===== src/tcr_map.svh =====
// Register offsets, field positions and reset values of the capture and hold block
`ifndef TCR_MAP_SVH
`define TCR_MAP_SVH

// ============================================================
// Register offsets
`define TCR_OFS_CTRL           8'h05
`define TCR_OFS_RELOAD_LO      8'h06
`define TCR_OFS_RELOAD_HI      8'h07
`define TCR_OFS_CAP16_LO       8'h08
`define TCR_OFS_CAP16_HI       8'h09
`define TCR_OFS_CAP8_LO_PHASE  8'h0A
`define TCR_OFS_CAP8_HI_PHASE  8'h0B

// ============================================================
// Control register fields
`define TCR_CTRL_RUN_BIT       0
`define TCR_CTRL_MODULO_BIT    1
`define TCR_CTRL_DONE_BIT      2

// ============================================================
// Reset values and the 8-bit count limit
`define TCR_RST_BYTE           8'h00
`define TCR_RST_WORD           16'h0000
`define TCR_CNT8_MAX           8'hFF

`endif


===== src/tcr_pkg.sv =====
// Types shared by the capture and hold block
`default_nettype none
package tcr_pkg;

    // ============================================================
    // Sixteen-bit counter states, Gray coded
    typedef enum logic [0:0]
    {
        TCR_IDLE = 1'b0,
        TCR_RUN  = 1'b1
    } tcr_state_type;

    // ============================================================
    // Whole state of the block
    typedef struct packed
    {
        logic          sync1;
        logic          sync2;
        logic          level_prev;
        logic [7:0]    cnt8;
        logic [7:0]    cap8_hi;
        logic [7:0]    cap8_lo;
        logic [15:0]   cnt16;
        logic [15:0]   cap16;
        logic [7:0]    reload_hi;
        logic [7:0]    reload_lo;
        logic          modulo;
        logic          done;
        logic          zero_pulse;
        tcr_state_type state;
        logic [7:0]    rdata;
    } tcr_regs_type;

endpackage : tcr_pkg

`default_nettype wire


===== src/tcr_top.sv =====
// Capture registers of the 8-bit and 16-bit counters and the 16-bit reload hold bytes
//
// Operation
// - 8-bit high-phase capture takes the count gathered while the input was one.
// - 8-bit low-phase capture takes the count gathered while the input was zero.
// - 16-bit high capture byte shows the upper byte of the captured count.
// - 16-bit low capture byte shows the lower byte of the captured count.
// - Capture registers read back captured data; writes to them change nothing.
// - Reload high byte is a read/write hold register at offset 07H.
// - At zero, modulo-N reloads high*256+low and continues; single-pass stops.
// - Hold bytes may change anytime; counter uses them only at its next load.
//
// The implementer's own choice: the address-and-strobe port.
`timescale 1ns/1ps
`default_nettype none
`include "tcr_map.svh"

module tcr_top
(
    // Clock and reset
    input  wire logic       ref_clk,
    input  wire logic       resetn,
    // Register port
    input  wire logic [7:0] reg_addr,
    input  wire logic [7:0] reg_wdata,
    input  wire logic       reg_wr,
    input  wire logic       reg_rd,
    output var  logic [7:0] reg_rdata,
    // Measured pulse input, asynchronous
    input  wire logic       meas_in,
    // Sixteen-bit counter status
    output var  logic       counter16_running,
    output var  logic       counter16_zero
);

    // ============================================================
    // Register read decoding
    function automatic logic [7:0] read_reg
    (
        input logic [7:0]           addr,
        input tcr_pkg::tcr_regs_type r
    );
        logic [7:0] d;
        d = `TCR_RST_BYTE;
        if (addr == `TCR_OFS_CTRL)
        begin
            d[`TCR_CTRL_RUN_BIT]    = (r.state == tcr_pkg::TCR_RUN);
            d[`TCR_CTRL_MODULO_BIT] = r.modulo;
            d[`TCR_CTRL_DONE_BIT]   = r.done;
        end
        else if (addr == `TCR_OFS_RELOAD_LO)
            d = r.reload_lo;
        else if (addr == `TCR_OFS_RELOAD_HI)
            d = r.reload_hi;
        else if (addr == `TCR_OFS_CAP16_LO)
            d = r.cap16[7:0];
        else if (addr == `TCR_OFS_CAP16_HI)
            d = r.cap16[15:8];
        else if (addr == `TCR_OFS_CAP8_LO_PHASE)
            d = r.cap8_lo;
        else if (addr == `TCR_OFS_CAP8_HI_PHASE)
            d = r.cap8_hi;
        return d;
    endfunction : read_reg

    tcr_pkg::tcr_regs_type s;
    tcr_pkg::tcr_regs_type next_s;

    logic rise;
    logic fall;
    logic ctrl_wr;
    logic zero_evt;

    // ============================================================
    // Edge and event decode
    assign rise     = s.sync2 && !s.level_prev;
    assign fall     = !s.sync2 && s.level_prev;
    assign ctrl_wr  = reg_wr && (reg_addr == `TCR_OFS_CTRL);
    assign zero_evt = (s.state == tcr_pkg::TCR_RUN) && (s.cnt16 == `TCR_RST_WORD);

    // ============================================================
    // Next-state logic
    always_comb
    begin
        next_s            = s;
        next_s.sync1      = meas_in;
        next_s.sync2      = s.sync1;
        next_s.level_prev = s.sync2;
        next_s.zero_pulse = zero_evt;

        // Phase measurement: capture and restart on each input edge
        if (fall)
        begin
            next_s.cap8_hi = s.cnt8;
            next_s.cnt8    = `TCR_RST_BYTE;
        end
        else if (rise)
        begin
            next_s.cap8_lo = s.cnt8;
            next_s.cnt8    = `TCR_RST_BYTE;
        end
        else if (s.cnt8 != `TCR_CNT8_MAX)
            next_s.cnt8 = s.cnt8 + 8'h01;                     // Saturates

        // Whole 16-bit count caught on a rising input edge
        if (rise)
            next_s.cap16 = s.cnt16;

        // Sixteen-bit down counter
        case (s.state)
            tcr_pkg::TCR_RUN:
            begin
                if (zero_evt)
                begin
                    if (s.modulo)
                        next_s.cnt16 = {s.reload_hi, s.reload_lo};
                    else
                        next_s.state = tcr_pkg::TCR_IDLE;
                end
                else
                    next_s.cnt16 = s.cnt16 - 16'h0001;
            end
            default:
            begin
                next_s.state = tcr_pkg::TCR_IDLE;
            end
        endcase

        // Done flag: a zero event wins over a clear
        next_s.done = (s.done && !(ctrl_wr && reg_wdata[`TCR_CTRL_DONE_BIT])) || zero_evt;

        // Register writes; capture offsets take no write
        if (reg_wr)
        begin
            if (reg_addr == `TCR_OFS_RELOAD_HI)
                next_s.reload_hi = reg_wdata;
            else if (reg_addr == `TCR_OFS_RELOAD_LO)
                next_s.reload_lo = reg_wdata;
            else if (reg_addr == `TCR_OFS_CTRL)
            begin
                next_s.modulo = reg_wdata[`TCR_CTRL_MODULO_BIT];
                if (!reg_wdata[`TCR_CTRL_RUN_BIT])
                    next_s.state = tcr_pkg::TCR_IDLE;
                else if (s.state == tcr_pkg::TCR_IDLE)
                begin
                    next_s.state = tcr_pkg::TCR_RUN;
                    next_s.cnt16 = {s.reload_hi, s.reload_lo};
                end
            end
        end

        // Read data stands only in the cycle after the strobe
        if (reg_rd)
            next_s.rdata = read_reg(reg_addr, s);
        else
            next_s.rdata = `TCR_RST_BYTE;
    end

    // ============================================================
    // State register
    always_ff @(posedge ref_clk)
    begin
        if (!resetn)
        begin
            s            <= '0;
            s.state      <= tcr_pkg::TCR_IDLE;
        end
        else
            s <= next_s;
    end

    // Outputs straight from flops
    assign reg_rdata         = s.rdata;
    assign counter16_running = (s.state == tcr_pkg::TCR_RUN);
    assign counter16_zero    = s.zero_pulse;
endmodule : tcr_top

`default_nettype wire


===== config.mk =====
export PLATFORM = sky130hd
export DESIGN_NAME = tcr_top
export DESIGN_NICKNAME = d
export VERILOG_FILES = /design/src/tcr_pkg.sv /design/src/tcr_top.sv
export VERILOG_INCLUDE_DIRS = /design/src
export SDC_FILE = /design/constraint.sdc
export NUM_CORES = 1
export LEC_CHECK = 0
export ABC_AREA = 1
export ABC_CLOCK_PERIOD_IN_PS = 3100
export BUFFER_PORTS_ARGS = -buffer_cell sky130_fd_sc_hd__buf_2
export CAP_MARGIN = 10
export CORE_UTILIZATION = 45
export CTS_CLUSTER_DIAMETER = 80
export DETAILED_ROUTE_END_ITERATION = 16
export HOLD_SLACK_MARGIN = 0.03
export PLACE_DENSITY = 0.74
export SYNTH_ARGS = -nofsm -noshare
export SYNTH_HDL_FRONTEND = slang
export SYNTH_SLANG_ARGS = --single-unit

===== constraint.sdc =====
create_clock -name ref_clk -period 3.1 [get_ports ref_clk]
set_input_delay 0.62 -clock ref_clk [delete_from_list [all_inputs] [get_ports ref_clk]]
set_output_delay 0.62 -clock ref_clk [all_outputs]
set_load 0.01 [all_outputs]

* After elaboration in Yosys (flattened, before gate mapping)
Index checks and enable logic that the tools add are counted.
** Storage, ports and cells
- Input bits :: 21
- Flip-flop bits (word level) :: 87
- Logic and storage cells :: 74
- Output and inout port bits :: 10
** Cells by class
- Muxes and demuxes :: 25
- Bitwise gates (word level) :: 5
- Equality and inequality tests :: 8
- Reduce and logical (&&, ||, !) cells :: 18
- Add/subtract/negate cells :: 2
** Operators with widths (number)
- two-way mux 16 bit :: 9
- two-way mux 8 bit :: 6
- == test 8 x 4 -> 1 bit, second input constant :: 4
- == test 8 x 3 -> 1 bit, second input constant :: 3
- logical NOT 16 bit :: 1
- subtractor 16 x 1 -> 16 bit, second input constant :: 1
- two-way mux 1 bit :: 9
- adder 8 x 1 -> 8 bit, second input constant :: 1
- != test 8 bit, second input constant :: 1
- logical AND 1 bit :: 6
- AND reduction 2 bit :: 3
- OR reduction 3 bit :: 2
- inverter 1 bit :: 5
- AND reduction 4 bit :: 1
- logical NOT 1 bit :: 3
- two-way mux 3 bit :: 1
- AND reduction 3 bit :: 1
- logical OR 1 bit :: 1

* Depth between registers and ports, before layout
- Word-level depth :: 10
- Mapped depth :: 10
- Depth with buffers taken out :: 10

* Least setup slack after synthesis
OpenSTA, ideal clock, no wires.
- Kind :: input-to-reg
- Start :: input reg_addr[7]
- End :: register s[55] (netlist bit)
- Path buffers :: 1
- Library setup time :: 0.113 ns
- Data required time :: 2.987 ns
- Stages :: 9
- Path slack :: 1.440 ns
- Arrival :: 1.547 ns
- Path through :: nor2_2 -> nand3_4 -> nor2_8 -> nand3_4 -> buf_6 -> o21ai_1 -> nand2_1 -> nand2_1 -> nor2_1
** On the way
- Longest elaborated chain between the ends :: 5
- Elaborated cells between the ends (all ways) :: 7
- Classes of those cells :: 3 x eq/ne; 4 x mux
** RTL lines
- start, declared :: RTL line tcr_top.sv:24 : input wire logic [7:0] reg_addr,
- == test 8 x 3 -> 1 bit (no line)
- two-way mux 16 bit :: RTL line tcr_top.sv:139 : else if (reg_addr == `TCR_OFS_CTRL)
- two-way mux 16 bit :: RTL line tcr_top.sv:137 : else if (reg_addr == `TCR_OFS_RELOAD_LO)
- two-way mux 16 bit * :: RTL line tcr_top.sv:135 : if (reg_addr == `TCR_OFS_RELOAD_HI)
- two-way mux 16 bit * :: RTL line tcr_top.sv:133 : if (reg_wr)
- end signal, assigned :: RTL line tcr_top.sv:169 : s <= next_s;
- end, declared :: RTL line tcr_top.sv:66 : tcr_pkg::tcr_regs_type s;
Every way passes the cells marked *; elsewhere a longest branch is shown, timed or not.
A chain may end at the register's enable or synchronous reset.

* Final worst setup path
- Start :: register s (netlist bit counter16_running)
- End :: output counter16_running
** RTL lines
- end, declared :: RTL line tcr_top.sv:32 : output var logic counter16_running,
No word-level cell between the ends.

==> flow_summary.yaml <==
global_route:
  grt_start_max_net_pins: 51
  antenna_found_initial: 0
  grt_use_total_pct: 25.0
  grt_pass1_wl_um: 19800
  grt_overflow: 0
  grt_pass1_vias: 3864
synth:
  synth_area_per_cell_um2: 6.74
  yosys.area_share.adder_pct: 0.824
  synth_top_family_by_area: "simple AND/OR/NAND/NOR gates"
  syn_inst: 676
  synth_warnings: 0
  ys_types: 37
  synthMuxAreaShare_pct: 0
  synth_seq_cells: 87
  synth.net_count: 700
  yosys.area_share.simple_pct: 35.2
  synth-xor-area-share_pct: 1.15
  seq_area_frac_synth_pct: 38.2
  synth-compound-area-share_pct: 14.7
  netlist_area_um2: 4560
route:
  drc_errors: 0
  firstDrtPassIters: 5
  highest_layer: "met4"
  drtAntennaViolNets: 0
  wl_met2_um: 5540
  wirelength_um: 12500
  drt-initial-drc-count: 422
  met3_length_um: 912
  wl_met1_um: 5630
  vias: 4493
  vias_per_cell: 5.43
  routedWlPerCell_um: 15.1
setup_path:
  crit_slowest_cell: "dfxtp_1"
  cp_top_family: "flip-flops"
  cp_cell_sequence: "buf_2"
  end_kind: "output pin"
  slowest_delay_ps: 690
  crit_fanout: 14
  start_kind: "register"
  criticalPathCategory: "reg -> out"
  r2r_setup_slack_ps: 1220
  worst-path-buf-inv: 1
  required_ps: 2480
  critPathArrivalTime_ps: 1310
layout:
  n_antenna_cell: 0
  drive_gt1_share_pct: 12.4
  fin_util_pct: 50.7
  fin_nets: 713
  layout_common_cells: "nand2_1 (132), nor2_1 (90), dfxtp_1 (87), nand3_1 (71), inv_1 (64)"
  final_cells: 827
  layout_commonest_cell: "nand2_1"
  area_growth_pct: 8.70
  final_area_um2: 4950
place:
  port_buffers: 30
  placed_area_um2: 4730
  globalplace.congestion: 0.993
  place_inst: 811
  dp_hpwl_um: 9220
  place_ws_ps: 995
job:
  drv_cap: 0
clock_tree:
  cts_setup_buffers: 0
  htreeDepth: 3
  cts_inserted_buffers: 9
  holdBufCountCts: 0
  cts_root_buf: "clkbuf_8"
  clock_latency_ps: 380
  clock_sinks: 87
  cts_resized: 0
  path_clk_slew_ps: 100
  cts_tree: "built"
  clockBufferDepth: 2
sta:
  final-setup-viol-count: 0
  hold_viol_final: 0
  rsz0062_at_grt: "no"
  fin_crit_ps: 1930
  relSlewSlack_pct: 57.5
  whs_ps: 415
  fmax_ghz: 0.518
  worstMarginPinSlew_ps: 637
  skew_ps: 15.1
  post-route-period-util_pct: 62.3
  fin_tns_setup_ps: 0
  fin_ws_ps: 1170
  slew_violations: 0
run_status:
  outcome: "finished, final reports clean"
floorplanning:
  core_area_um2: 9770
  start_util_pct: 46.6
  die-area_um2: 10500
  die_w_um: 103
  rows: 36
  die_h_um: 103
  io_pins: 31
pwr:
  power.leakage_nw: 2.15
  pwr_density_cell_nw_per_um2: 434
  ir_drop_uv: 235
  finalPower_mw: 2.15
min_path:
  hold_path.class: "in -> reg"
sequential cells by signal, indices dropped and copies added (netlist names):
register and cells:
s 75, reg_rdata 8, next_s 2, counter16_running 1, counter16_zero 1
final timing paths:
path                           startpoint                    end  depth (start not counted)
max          counter16_running$_SDFF_PN0_      counter16_running                          1
min                               meas_in  next_s[85]$_SDFF_PN0_                          3
max reg2reg              s[44]$_SDFF_PN0_       s[10]$_SDFF_PN0_                          9
min reg2reg         next_s[85]$_SDFF_PN0_  next_s[84]$_SDFF_PN0_                          2
metal layers:
layer	vias up	track usage, %
met5	-	0
met4	0	9.34
met3	28	5.42
met2	197	38.8
met1	2036	34.0
li1	2232	-
Yosys cell counts:
| library cell | count | area, um^2 |
|---|---|---|
| nand2_1 | 132 | 495 |
| nor2_1 | 91 | 342 |
| dfxtp_1 | 87 | 1740 |
| nand3_1 | 71 | 355 |
| inv_1 | 64 | 240 |
| o21ai_0 | 57 | 285 |
| a21oi_1 | 55 | 275 |
| nand4_1 | 22 | 138 |
| clkbuf_1 | 13 | 48.8 |
| nor2_2 | 9 | 56.3 |
| buf_4 | 8 | 60.1 |
| o21ai_1 | 8 | 40.0 |
| buf_2 | 7 | 35.0 |
| inv_2 | 6 | 22.5 |
| xor2_1 | 6 | 52.6 |
| nor2_4 | 4 | 45.0 |
| ha_1 | 3 | 37.5 |
| nand3_4 | 3 | 52.6 |
| nor3_1 | 3 | 15.0 |
| o21bai_1 | 3 | 22.5 |
| buf_1 | 2 | 7.51 |
| buf_6 | 2 | 22.5 |
| clkinv_2 | 2 | 10.0 |
| nand2_2 | 2 | 12.5 |
| nand2b_1 | 2 | 12.5 |
| nor3_2 | 2 | 20.0 |
| o21ai_2 | 2 | 17.5 |
| a211oi_1 | 1 | 7.51 |
| a31o_2 | 1 | 8.76 |
| a31oi_1 | 1 | 6.26 |
| a41oi_1 | 1 | 8.76 |
| clkinv_1 | 1 | 3.75 |
| nand3_2 | 1 | 10.0 |
| nor2_8 | 1 | 20.0 |
| nor3_4 | 1 | 16.3 |
| nor4_1 | 1 | 6.26 |
| or2_2 | 1 | 6.26 |
cell type report:
class	instances	area [um^2]
clock buffer	9	124
clock inverter	7	97.6
fill	947	4820
inverter	73	277
multi-input combinational	484	2370
sequential	87	1740
tap	133	166
timing repair buffer	34	180
report_power, final:
part / total (mW) / switching [mW] / internal, mW
registers: 1.16 / 0.0168 / 1.14
clock network: 0.877 / 0.477 / 0.400
logic: 0.116 / 0.0803 / 0.0362
logic make-up (layout without fill, tap and decap cells):
family	count (synthesis)	in the layout
buffers and inverters	105	123
and+or+nand+nor	346	346
AOI/OAI and AO/OA	129	129
adders and majority gates	3	3
DFF	87	87
xor gates and xnor gates	6	6
(Power assumes the default switching activity.)
